$ cat config.mk
export PLATFORM = sky130hd
export DESIGN_NAME = periph_irq_bank
export DESIGN_NICKNAME = d
export VERILOG_FILES = /design/src/irq_bank_pkg.sv /design/src/event_flag_group.sv /design/src/event_sync.sv /design/src/periph_irq_bank.sv
export SDC_FILE = /design/constraint.sdc
export NUM_CORES = 1
export LEC_CHECK = 0
export BUFFER_PORTS_ARGS = -buffer_cell sky130_fd_sc_hd__clkbuf_2
export CORE_ASPECT_RATIO = 0.75
export CORE_MARGIN = 5
export CORE_UTILIZATION = 48
export CTS_BUF_LIST = sky130_fd_sc_hd__clkbuf_4
export DETAILED_ROUTE_END_ITERATION = 10
export HOLD_SLACK_MARGIN = 0.08
export PLACE_DENSITY = 0.77
export SLEW_MARGIN = 20
export SYNTH_ARGS = -nofsm -noshare
export SYNTH_HDL_FRONTEND = slang
export SYNTH_SLANG_ARGS = --single-unit
$ cat constraint.sdc
create_clock -name pclk -period 3.35 [get_ports pclk]
set_clock_uncertainty 0.1 [all_clocks]
set_input_delay 0.5025 -clock pclk [delete_from_list [all_inputs] [get_ports pclk]]
set_output_delay 0.5025 -clock pclk [all_outputs]
set_load 0.03 [all_outputs]
$ cat src/irq_bank_pkg.sv
package irq_bank_pkg;

	// ==========================================================
	// Register byte addresses
	localparam logic [11:0] ADDR_CONTROL = 12'h000;
	localparam logic [11:0] ADDR_ENABLE_A = 12'h004;
	localparam logic [11:0] ADDR_ENABLE_B = 12'h008;
	localparam logic [11:0] ADDR_FLAG_A = 12'h00C;
	localparam logic [11:0] ADDR_FLAG_B = 12'h010;
	localparam logic [11:0] ADDR_STATUS = 12'h014;

	// ==========================================================
	// Implemented bit masks
	localparam logic [7:0] MASK_A = 8'h7F;
	localparam logic [7:0] MASK_B = 8'h9F;
	localparam logic [7:0] RESET_BYTE = 8'h00;

	// ==========================================================
	// Control register bit positions
	localparam int BIT_GLOBAL = 1;
	localparam int BIT_PERIPH = 0;

	// ==========================================================
	// Source bit positions, group a
	localparam int BIT_ADC = 6;
	localparam int BIT_BUS_COLLISION = 5;
	localparam int BIT_SERIAL_PORT = 4;
	localparam int BIT_CAPCMP2 = 3;
	localparam int BIT_CAPCMP1 = 2;
	localparam int BIT_TIMER2 = 1;
	localparam int BIT_TIMER1 = 0;

	// ==========================================================
	// Source bit positions, group b
	localparam int BIT_DESAT = 7;
	localparam int BIT_OVERTEMP = 4;
	localparam int BIT_OUT_OVERVOLT = 3;
	localparam int BIT_GATE_DRIVE_UV = 2;
	localparam int BIT_IN_OVERVOLT = 1;
	localparam int BIT_IN_UNDERVOLT = 0;

	// ==========================================================
	// Carriers
	typedef struct packed {
		logic [11:0] paddr;
		logic psel;
		logic penable;
		logic pwrite;
		logic [31:0] pwdata;
	} apb_req_s;

	typedef struct packed {
		logic [31:0] prdata;
		logic pready;
		logic pslverr;
	} apb_rsp_s;

	typedef struct packed {
		logic [7:0] enable;
		logic [7:0] flag;
	} flag_bank_s;

endpackage : irq_bank_pkg

$ cat src/event_flag_group.sv
`timescale 1ns/1ps
module event_flag_group #(
	parameter logic [7:0] IMPL_MASK = 8'hFF
) (
	input wire logic pclk, // Core clock
	input wire logic presetn, // Async reset, active low
	input wire logic [7:0] event_pulse, // Hardware events, one bit per source
	input wire logic enable_we, // Write strobe for enables
	input wire logic flag_we, // Write strobe for flags
	input wire logic [7:0] wdata, // Write byte
	output logic [7:0] enable, // Enable bits
	output logic [7:0] flag, // Flag bits
	output logic pending // Any flag and enable pair set
);
	irq_bank_pkg::flag_bank_s state;
	irq_bank_pkg::flag_bank_s next_state;

	always_comb begin
		next_state = state;
		if (enable_we) begin
			next_state.enable = wdata & IMPL_MASK;
		end
		if (flag_we) begin
			next_state.flag = wdata & IMPL_MASK;
		end
		// Hardware set wins over a clearing write in the same cycle
		next_state.flag = next_state.flag | (event_pulse & IMPL_MASK);
	end

	always_ff @(posedge pclk or negedge presetn) begin
		if (!presetn) begin
			state <= '{enable: irq_bank_pkg::RESET_BYTE, flag: irq_bank_pkg::RESET_BYTE};
		end else begin
			state <= next_state;
		end
	end

	assign enable = state.enable;
	assign flag = state.flag;
	assign pending = |(state.enable & state.flag);
endmodule : event_flag_group

$ cat src/event_sync.sv
`timescale 1ns/1ps
module event_sync #(
	parameter int WIDTH = 14
) (
	input wire logic pclk, // Core clock
	input wire logic presetn, // Async reset, active low
	input wire logic [WIDTH-1:0] level_in, // Raw event levels from sources
	output logic [WIDTH-1:0] rise // One-cycle pulse on each rising edge
);
	typedef struct packed {
		logic [WIDTH-1:0] meta;
		logic [WIDTH-1:0] sync;
		logic [WIDTH-1:0] last;
	} sync_s;

	sync_s state;
	sync_s next_state;

	always_comb begin
		next_state.meta = level_in;
		next_state.sync = state.meta;
		next_state.last = state.sync;
	end

	always_ff @(posedge pclk or negedge presetn) begin
		if (!presetn) begin
			state <= '0;
		end else begin
			state <= next_state;
		end
	end

	// Edge detect reads only the second and third stages
	assign rise = state.sync & ~state.last;

endmodule : event_sync

$ cat src/periph_irq_bank.sv
// Functional notes
// - Peripheral request needs group enable bit set
// - Flags set on events regardless of enables
// - Enable a: ADC, collision, serial, cc2, cc1, t2, t1
// - Unimplemented bits always read zero
// - Enable b: desat, temp, ovout, drvuv, ovin, uvin
// - Flag a mirrors enable a; ADC on conversion
// - Collision and serial flags mark pending interrupt
// - Capture/compare units set bits 3 and 2
// - Timer1 rollover sets bit 0, never auto-cleared
// - Global enable gates every request to CPU
// - Flag b mirrors enable b positions
`timescale 1ns/1ps
module periph_irq_bank (
	input wire logic pclk, // Core clock, 40 MHz
	input wire logic presetn, // Async reset, active low
	input wire logic [11:0] paddr, // APB address
	input wire logic psel, // APB select
	input wire logic penable, // APB enable
	input wire logic pwrite, // APB direction
	input wire logic [31:0] pwdata, // APB write data
	output logic [31:0] prdata, // APB read data
	output logic pready, // APB ready
	output logic pslverr, // APB error on unmapped address
	input wire logic adc_done, // ADC conversion complete
	input wire logic bus_collision, // Serial port bus collision
	input wire logic serial_port_event, // Serial port unit event
	input wire logic capcmp2_event, // Capture/compare 2 event
	input wire logic capcmp1_event, // Capture/compare 1 event
	input wire logic timer2_match, // Timer2 matched its period register
	input wire logic timer1_rollover, // Timer1 rolled over
	input wire logic desat_event, // Desaturation detect comparator
	input wire logic overtemp_event, // Overtemperature
	input wire logic out_overvolt_event, // Output overvoltage edge
	input wire logic gate_drive_uv_event, // Gate drive undervoltage lockout
	input wire logic in_overvolt_event, // Input overvoltage edge
	input wire logic in_undervolt_event, // Input undervoltage edge
	output logic periph_irq, // Peripheral group request
	output logic cpu_irq // Request to CPU, global gated
);
	// ==========================================================
	// State
	typedef struct packed {
		logic global_irq_enable;
		logic peripheral_group_enable;
		logic [31:0] prdata;
		logic pready;
		logic pslverr;
		logic periph_irq;
		logic cpu_irq;
	} top_s;

	top_s state;
	top_s next_state;

	logic [12:0] raw_events;
	logic [12:0] rise;
	logic [7:0] events_a;
	logic [7:0] events_b;
	logic [7:0] peripheral_irq_enable_a;
	logic [7:0] peripheral_irq_flag_a;
	logic [7:0] peripheral_irq_enable_b;
	logic [7:0] peripheral_irq_flag_b;
	logic pending_a;
	logic pending_b;
	logic setup;
	logic wr_en;
	logic mapped;
	logic we_enable_a;
	logic we_flag_a;
	logic we_enable_b;
	logic we_flag_b;

	// ==========================================================
	// Event capture
	// Sources are treated as asynchronous levels; a pulse shorter than two
	// clocks may be missed, so sources must hold their event for that long.
	assign raw_events = {
		in_undervolt_event,
		in_overvolt_event,
		gate_drive_uv_event,
		out_overvolt_event,
		overtemp_event,
		desat_event,
		timer1_rollover,
		timer2_match,
		capcmp1_event,
		capcmp2_event,
		serial_port_event,
		bus_collision,
		adc_done
	};

	event_sync #(
		.WIDTH(13)
	) u_sync (
		.pclk(pclk),
		.presetn(presetn),
		.level_in(raw_events),
		.rise(rise)
	);

	always_comb begin
		events_a = 8'h00;
		events_a[irq_bank_pkg::BIT_ADC] = rise[0];
		events_a[irq_bank_pkg::BIT_BUS_COLLISION] = rise[1];
		events_a[irq_bank_pkg::BIT_SERIAL_PORT] = rise[2];
		events_a[irq_bank_pkg::BIT_CAPCMP2] = rise[3];
		events_a[irq_bank_pkg::BIT_CAPCMP1] = rise[4];
		events_a[irq_bank_pkg::BIT_TIMER2] = rise[5];
		events_a[irq_bank_pkg::BIT_TIMER1] = rise[6];
		events_b = 8'h00;
		events_b[irq_bank_pkg::BIT_DESAT] = rise[7];
		events_b[irq_bank_pkg::BIT_OVERTEMP] = rise[8];
		events_b[irq_bank_pkg::BIT_OUT_OVERVOLT] = rise[9];
		events_b[irq_bank_pkg::BIT_GATE_DRIVE_UV] = rise[10];
		events_b[irq_bank_pkg::BIT_IN_OVERVOLT] = rise[11];
		events_b[irq_bank_pkg::BIT_IN_UNDERVOLT] = rise[12];
	end

	// ==========================================================
	// APB decode
	assign setup = psel && !penable;
	assign wr_en = psel && penable && pwrite && state.pready;
	assign mapped = (paddr == irq_bank_pkg::ADDR_CONTROL) || (paddr == irq_bank_pkg::ADDR_ENABLE_A)
		|| (paddr == irq_bank_pkg::ADDR_ENABLE_B) || (paddr == irq_bank_pkg::ADDR_FLAG_A)
		|| (paddr == irq_bank_pkg::ADDR_FLAG_B) || (paddr == irq_bank_pkg::ADDR_STATUS);
	assign we_enable_a = wr_en && (paddr == irq_bank_pkg::ADDR_ENABLE_A);
	assign we_flag_a = wr_en && (paddr == irq_bank_pkg::ADDR_FLAG_A);
	assign we_enable_b = wr_en && (paddr == irq_bank_pkg::ADDR_ENABLE_B);
	assign we_flag_b = wr_en && (paddr == irq_bank_pkg::ADDR_FLAG_B);

	// ==========================================================
	// Flag banks
	event_flag_group #(
		.IMPL_MASK(irq_bank_pkg::MASK_A)
	) u_group_a (
		.pclk(pclk),
		.presetn(presetn),
		.event_pulse(events_a),
		.enable_we(we_enable_a),
		.flag_we(we_flag_a),
		.wdata(pwdata[7:0]),
		.enable(peripheral_irq_enable_a),
		.flag(peripheral_irq_flag_a),
		.pending(pending_a)
	);

	event_flag_group #(
		.IMPL_MASK(irq_bank_pkg::MASK_B)
	) u_group_b (
		.pclk(pclk),
		.presetn(presetn),
		.event_pulse(events_b),
		.enable_we(we_enable_b),
		.flag_we(we_flag_b),
		.wdata(pwdata[7:0]),
		.enable(peripheral_irq_enable_b),
		.flag(peripheral_irq_flag_b),
		.pending(pending_b)
	);

	// ==========================================================
	// Control, read path and request outputs
	always_comb begin
		next_state = state;
		next_state.pready = setup;
		next_state.pslverr = setup && !mapped;
		if (setup) begin
			next_state.prdata = 32'h0000_0000;
			unique case (paddr)
				irq_bank_pkg::ADDR_CONTROL: begin
					next_state.prdata[irq_bank_pkg::BIT_GLOBAL] = state.global_irq_enable;
					next_state.prdata[irq_bank_pkg::BIT_PERIPH] =
						state.peripheral_group_enable;
				end
				irq_bank_pkg::ADDR_ENABLE_A: next_state.prdata[7:0] = peripheral_irq_enable_a;
				irq_bank_pkg::ADDR_ENABLE_B: next_state.prdata[7:0] = peripheral_irq_enable_b;
				irq_bank_pkg::ADDR_FLAG_A: next_state.prdata[7:0] = peripheral_irq_flag_a;
				irq_bank_pkg::ADDR_FLAG_B: next_state.prdata[7:0] = peripheral_irq_flag_b;
				irq_bank_pkg::ADDR_STATUS: begin
					next_state.prdata[1] = state.cpu_irq;
					next_state.prdata[0] = state.periph_irq;
				end
				default: next_state.prdata = 32'h0000_0000;
			endcase
		end
		if (wr_en && (paddr == irq_bank_pkg::ADDR_CONTROL)) begin
			next_state.global_irq_enable = pwdata[irq_bank_pkg::BIT_GLOBAL];
			next_state.peripheral_group_enable = pwdata[irq_bank_pkg::BIT_PERIPH];
		end
		// Gating uses the registered enables, so a write takes effect one clock later
		next_state.periph_irq = state.peripheral_group_enable && (pending_a || pending_b);
		next_state.cpu_irq = state.global_irq_enable && state.peripheral_group_enable
			&& (pending_a || pending_b);
	end

	always_ff @(posedge pclk or negedge presetn) begin
		if (!presetn) begin
			state <= '0;
		end else begin
			state <= next_state;
		end
	end

	assign prdata = state.prdata;
	assign pready = state.pready;
	assign pslverr = state.pslverr;
	assign periph_irq = state.periph_irq;
	assign cpu_irq = state.cpu_irq;
endmodule : periph_irq_bank

==> report_table.html <==
<table>
<tr><th>Metric</th><th>Value</th></tr>
<tr><th colspan="2">Place</th></tr>
<tr><td>HPWL after DPL</td><td>approximately 4.3 mm</td></tr>
<tr><td>Count of placed standard cells including taps</td><td>around 380</td></tr>
<tr><td>Worst slack after detailed placement</td><td>0.985 ns</td></tr>
<tr><td>Placement-stage cell area</td><td>approximately 3400 µm²</td></tr>
<tr><td>Count of buffers from port buffering</td><td>49</td></tr>
<tr><td>Last weighted congestion value of the routability-driven placer</td><td>~0.87</td></tr>
<tr><th colspan="2">Worst setup path</th></tr>
<tr><td>Cell family contributing the most delay on the critical path</td><td>simple AND/OR/NAND/NOR gates</td></tr>
<tr><td>Critical path's largest stage delay</td><td>0.58 ns</td></tr>
<tr><td>Sort of element at the end of the critical path</td><td>register</td></tr>
<tr><td>Type of the worst setup path</td><td>in -&gt; reg</td></tr>
<tr><td>Startpoint of the most critical register-to-register path</td><td>pready$_DFF_PN0_</td></tr>
<tr><td>Cell with the biggest individual delay on the critical path</td><td>sky130_fd_sc_hd__nor2b_1</td></tr>
<tr><td>CP max FO</td><td>21</td></tr>
<tr><td>Reg-to-reg slack, setup</td><td>~1.5 ns</td></tr>
<tr><td>Count of cell instances traversed by the critical path</td><td>5</td></tr>
<tr><td>Cell chain of the critical path</td><td>clkbuf_2 &gt; nor2b_1 &gt; and2_1 &gt; a221oi_1 &gt; o21ai_0</td></tr>
<tr><td>Critical path buffer and inverter count</td><td>1</td></tr>
<tr><td>CP Data Required Time</td><td>3.59 ns</td></tr>
<tr><td>CP Launch Type</td><td>input pin</td></tr>
<tr><td>Worst r2r path cells</td><td>4</td></tr>
<tr><td>Worst reg2reg path endpoint</td><td>u_group_b.flag[1]$_DFF_PN0_</td></tr>
<tr><td>Critical path data arrival time</td><td>2.20 ns</td></tr>
<tr><th colspan="2">Global route</th></tr>
<tr><td>GRT met3 Usage</td><td>about 7.5%</td></tr>
<tr><td>Vias in the first global route</td><td>~2,000</td></tr>
<tr><td>First-pass GRT wire length</td><td>10.2 mm</td></tr>
<tr><td>Initial antenna violation count</td><td>0</td></tr>
<tr><td>Global route total overflow</td><td>0</td></tr>
<tr><td>Global routing's busiest layer</td><td>met2</td></tr>
<tr><td>Met2 Use GR</td><td>22.2%</td></tr>
<tr><td>Met1 GRT Util</td><td>21.2%</td></tr>
<tr><td>Overall fraction of global-route tracks in use</td><td>between 10% and 20%</td></tr>
<tr><td>Maximum number of pins on one net before global-route repair</td><td>80</td></tr>
<tr><th colspan="2">Synth</th></tr>
<tr><td>Synthesized netlist cell count</td><td>~260</td></tr>
<tr><td>Mean Syn Cell Area</td><td>roughly 12 µm²</td></tr>
<tr><td>Top_reg_cell synth</td><td>sky130_fd_sc_hd__dfrtp_1</td></tr>
<tr><td>Count of flip-flops with a built-in enable after synthesis</td><td>0</td></tr>
<tr><td>Adder-cell share of the synthesized area</td><td>0%</td></tr>
<tr><td>Proportion of synthesized chip area in sequential cells</td><td>approximately three fifths</td></tr>
<tr><td>Post-synthesis instance area</td><td>about 3300 µm²</td></tr>
<tr><td>Fraction of synthesized area in multiplexers</td><td>8.06%</td></tr>
<tr><td>Distinct cell type count of the synthesized netlist</td><td>38</td></tr>
<tr><td>Yosys warning count</td><td>0</td></tr>
<tr><td>Area fraction of the dominant cell type after synthesis</td><td>between 60% and 70%</td></tr>
<tr><td>Share of synthesized registers carrying an async set or reset</td><td>100%</td></tr>
<tr><td>Register bit total from synthesis</td><td>about 80</td></tr>
<tr><td>Synth area leader</td><td>sky130_fd_sc_hd__dfrtp_1</td></tr>
<tr><td>Compound-cell area share of the yosys netlist</td><td>roughly 8.5%</td></tr>
<tr><td>Post-synthesis simple-gate area fraction</td><td>13.5%</td></tr>
<tr><td>Post-synthesis share of cell area spent on xor and xnor gates</td><td>less than 1%</td></tr>
<tr><td>Top post-synthesis cells by area</td><td>sky130_fd_sc_hd__dfrtp_1, sky130_fd_sc_hd__buf_4, sky130_fd_sc_hd__mux2_2</td></tr>
<tr><td>Main combinational cell family by area after synthesis</td><td>simple AND/OR/NAND/NOR gates</td></tr>
<tr><th colspan="2">Timing</th></tr>
<tr><td>Worst hold-check slack</td><td>approximately 0.22 ns</td></tr>
<tr><td>Period utilisation layout</td><td>between 50% and 60%</td></tr>
<tr><td>Time the worst path needs with I/O delays and setup</td><td>1.96 ns</td></tr>
<tr><td>Number of failing setup endpoints in the final timing report</td><td>0</td></tr>
<tr><td>Transition time of the tightest slew-check pin</td><td>just over 0.6 ns</td></tr>
<tr><td>Setup_tns</td><td>0 ns</td></tr>
<tr><td>Unrepaired setup endpoints after global routing</td><td>false</td></tr>
<tr><td>Fin. Hold Viols</td><td>0</td></tr>
<tr><td>Max Freq</td><td>between 500 and 600 MHz</td></tr>
<tr><td>Post-route worst setup slack</td><td>1.39 ns</td></tr>
<tr><td>Worst-case headroom to the max-slew limit</td><td>59.3%</td></tr>
<tr><td>Max-slew violations</td><td>0</td></tr>
<tr><th colspan="2">Hold path</th></tr>
<tr><td>Worst Hold Endpoint</td><td>u_group_a.enable[5]$_DFFE_PN0P_</td></tr>
<tr><td>Launch instance of the worst min-delay path</td><td>pwdata[5]</td></tr>
<tr><td>Hold Path Depth</td><td>2</td></tr>
<tr><td>Path category of the worst min-delay check</td><td>in -&gt; reg</td></tr>
<tr><th colspan="2">Run</th></tr>
<tr><td>Total of max-cap violations</td><td>0</td></tr>
<tr><th colspan="2">Detailed routing</th></tr>
<tr><td>Average wire per standard cell</td><td>approximately 15 µm</td></tr>
<tr><td>Drt total wl</td><td>between 6 and 7 mm</td></tr>
<tr><td>Post-detailed-route count of antenna-violating nets</td><td>0</td></tr>
<tr><td>DR vias</td><td>approximately 2,200</td></tr>
<tr><td>Remaining routing DRC violations</td><td>0</td></tr>
<tr><td>Pre-Repair DR Iteration Count</td><td>4</td></tr>
<tr><td>Drt first-iter violations</td><td>between 100 and 150</td></tr>
<tr><td>Ratio of routed vias to standard cells</td><td>~5.3</td></tr>
<tr><th colspan="2">Clock tree</th></tr>
<tr><td>Clock transition time at the flip-flop clock pins of the worst setup and hold paths</td><td>between 0.1 and 0.15 ns</td></tr>
<tr><td>Number of gates resized after cts</td><td>0</td></tr>
<tr><td>Number of buffers inserted for hold repair after clock tree synthesis</td><td>13</td></tr>
<tr><td>Count of H-tree levels built during CTS</td><td>3</td></tr>
<tr><td>Total clock sinks</td><td>a little under 80</td></tr>
<tr><td>TritonCTS clock tree</td><td>built</td></tr>
<tr><td>Root buf cell</td><td>sky130_fd_sc_hd__clkbuf_4</td></tr>
<tr><td>Total clock buffers created by CTS</td><td>9</td></tr>
<tr><td>Setup bufs post-CTS</td><td>0</td></tr>
<tr><td>Max clock buf depth</td><td>2</td></tr>
<tr><td>Clock latency reported for the late side of the worst-skew pair</td><td>around 0.43 ns</td></tr>
<tr><th colspan="2">Floorplanning</th></tr>
<tr><td>Chip Width</td><td>around 110 µm</td></tr>
<tr><td>Site row count</td><td>26</td></tr>
<tr><td>Area enclosed by the die boundary</td><td>between 8000 and 9000 µm²</td></tr>
<tr><td>Initial Utilization</td><td>between 40% and 50%</td></tr>
<tr><td>Placeable Area</td><td>between 6000 and 7000 µm²</td></tr>
<tr><td>Count of boundary I/O pins</td><td>98</td></tr>
<tr><td>Y dimension of the die</td><td>81.4 µm</td></tr>
<tr><th colspan="2">Run status</th></tr>
<tr><td>Outcome</td><td>complete, no violations</td></tr>
<tr><th colspan="2">Layout</th></tr>
<tr><td>Share of the core filled with cells in the final layout</td><td>roughly 55%</td></tr>
<tr><td>Area growth from synthesis to final layout</td><td>14.0%</td></tr>
<tr><td>Number of diodes added for antenna fixing</td><td>0</td></tr>
<tr><td>Layout cell share with drive strength beyond 1</td><td>around 28%</td></tr>
<tr><td>Post-route cell area</td><td>roughly 3700 µm²</td></tr>
<tr><td>Final instance count without filler cells</td><td>410</td></tr>
<tr><td>Fill cell count</td><td>~570</td></tr>
<tr><td>NumNets Final</td><td>383</td></tr>
<tr><th colspan="2">Pwr</th></tr>
<tr><td>Max IR drop VDD</td><td>approximately 0.27 mV</td></tr>
<tr><td>LEAKAGE</td><td>1.70 nW</td></tr>
<tr><td>Pwr Total</td><td>around 1.6 mW</td></tr>
<tr><td>Pwr Density</td><td>approximately 430 nW/µm²</td></tr>
</table>
## synth_stat cells, types with 2 or more instances
| cell type | number |
|---|---|
| sky130_fd_sc_hd__dfrtp_1 | 79 |
| sky130_fd_sc_hd__buf_4 | 32 |
| sky130_fd_sc_hd__nand3_1 | 23 |
| sky130_fd_sc_hd__mux2_2 | 18 |
| sky130_fd_sc_hd__nand2b_1 | 15 |
| sky130_fd_sc_hd__o21ai_1 | 10 |
| sky130_fd_sc_hd__nand2_1 | 9 |
| sky130_fd_sc_hd__a22oi_1 | 8 |
| sky130_fd_sc_hd__nand4_1 | 7 |
| sky130_fd_sc_hd__o21ai_0 | 7 |
| sky130_fd_sc_hd__clkbuf_1 | 6 |
| sky130_fd_sc_hd__mux2i_1 | 6 |
| sky130_fd_sc_hd__a21oi_1 | 4 |
| sky130_fd_sc_hd__a32o_1 | 4 |
| sky130_fd_sc_hd__o22ai_1 | 3 |
| sky130_fd_sc_hd__a22o_1 | 2 |
| sky130_fd_sc_hd__and2_1 | 2 |
| sky130_fd_sc_hd__inv_1 | 2 |
| sky130_fd_sc_hd__nand3b_1 | 2 |
| sky130_fd_sc_hd__nor2b_1 | 2 |
| sky130_fd_sc_hd__nor3b_1 | 2 |
| sky130_fd_sc_hd__nor4_2 | 2 |
| sky130_fd_sc_hd__or4_4 | 2 |
## registers in the layout, summed over array words and instances, names as in the netlist
signal / flops
cpu_irq: 1
periph_irq: 1
prdata: 8
pready: 1
pslverr: 1
state: 2
u_group_a.enable: 7
u_group_a.flag: 7
u_group_b.enable: 6
u_group_b.flag: 6
u_sync.next_state: 26
u_sync.state: 13
## worst reg2reg max path: stages (launching register included)
cell and delay, ns:
sky130_fd_sc_hd__dfrtp_1 0.35, sky130_fd_sc_hd__nand4_1 0.23, sky130_fd_sc_hd__or4_4 0.72, sky130_fd_sc_hd__o21ai_0 0.23, sky130_fd_sc_hd__nand3_1 0.09
## cells in the final DEF, fill, tap and decap left out, types with 7 or more instances in the layout
cell type,count
sky130_fd_sc_hd__dfrtp_1,79
sky130_fd_sc_hd__clkbuf_2,48
sky130_fd_sc_hd__conb_1,24
sky130_fd_sc_hd__nand3_1,23
sky130_fd_sc_hd__mux2_2,18
sky130_fd_sc_hd__nand2b_1,15
sky130_fd_sc_hd__dlygate4sd3_1,14
sky130_fd_sc_hd__clkbuf_4,11
sky130_fd_sc_hd__o21ai_1,10
sky130_fd_sc_hd__nand2_1,9
sky130_fd_sc_hd__a22oi_1,8
sky130_fd_sc_hd__nand4_1,7
sky130_fd_sc_hd__o21ai_0,7
## routing by layer
| layer | vias to the layer above | routed length [µm] |
|---|---|---|
| li1 | 1005 | - |
| met1 | 1029 | 2610 |
| met2 | 110 | 2780 |
| met3 | 14 | 777 |
| met4 | 0 | 111 |
| met5 | - | 0 |
## cell type report
class	count	area, µm²	area share, %
clock buffer	11	82.6	2.22
clock inverter	5	33.8	0.909
inverter	2	7.51	0.202
timing repair buffer	66	430	11.6
tap	84	105	2.83
multi-input combinational	163	1080	29.1
sequential	79	1980	53.2
## worst max path at each step
stage	start	endpoint
6_report	paddr[4]	prdata[1]$_DFFE_PN0P_
5_1_grt	paddr[4]	prdata[1]$_DFFE_PN0P_
3_3_place_gp	paddr[7]	u_group_b.enable[3]$_DFFE_PN0P_
3_5_place_dp	paddr[4]	prdata[1]$_DFFE_PN0P_
4_1_cts	paddr[4]	prdata[1]$_DFFE_PN0P_
2_1_floorplan	paddr[7]	u_group_b.flag[2]$_DFF_PN0_
## kinds of logic (layout without fill, tap and decap cells)
logic type | after synthesis | after routing
flops | 79 | 79
compound gates | 42 | 42
other cells | 1 | 24
buf+inv | 43 | 84
mux | 24 | 24
simple gates | 72 | 72
xor+xnor | 1 | 1
## where the power goes
| part | switching, mW | internal, mW |
|---|---|---|
| logic | 0.100 | 0.0481 |
| clock network | 0.311 | 0.170 |
| registers | 0.00756 | 0.978 |
Note: power is estimated with default switching activity, not from simulation.
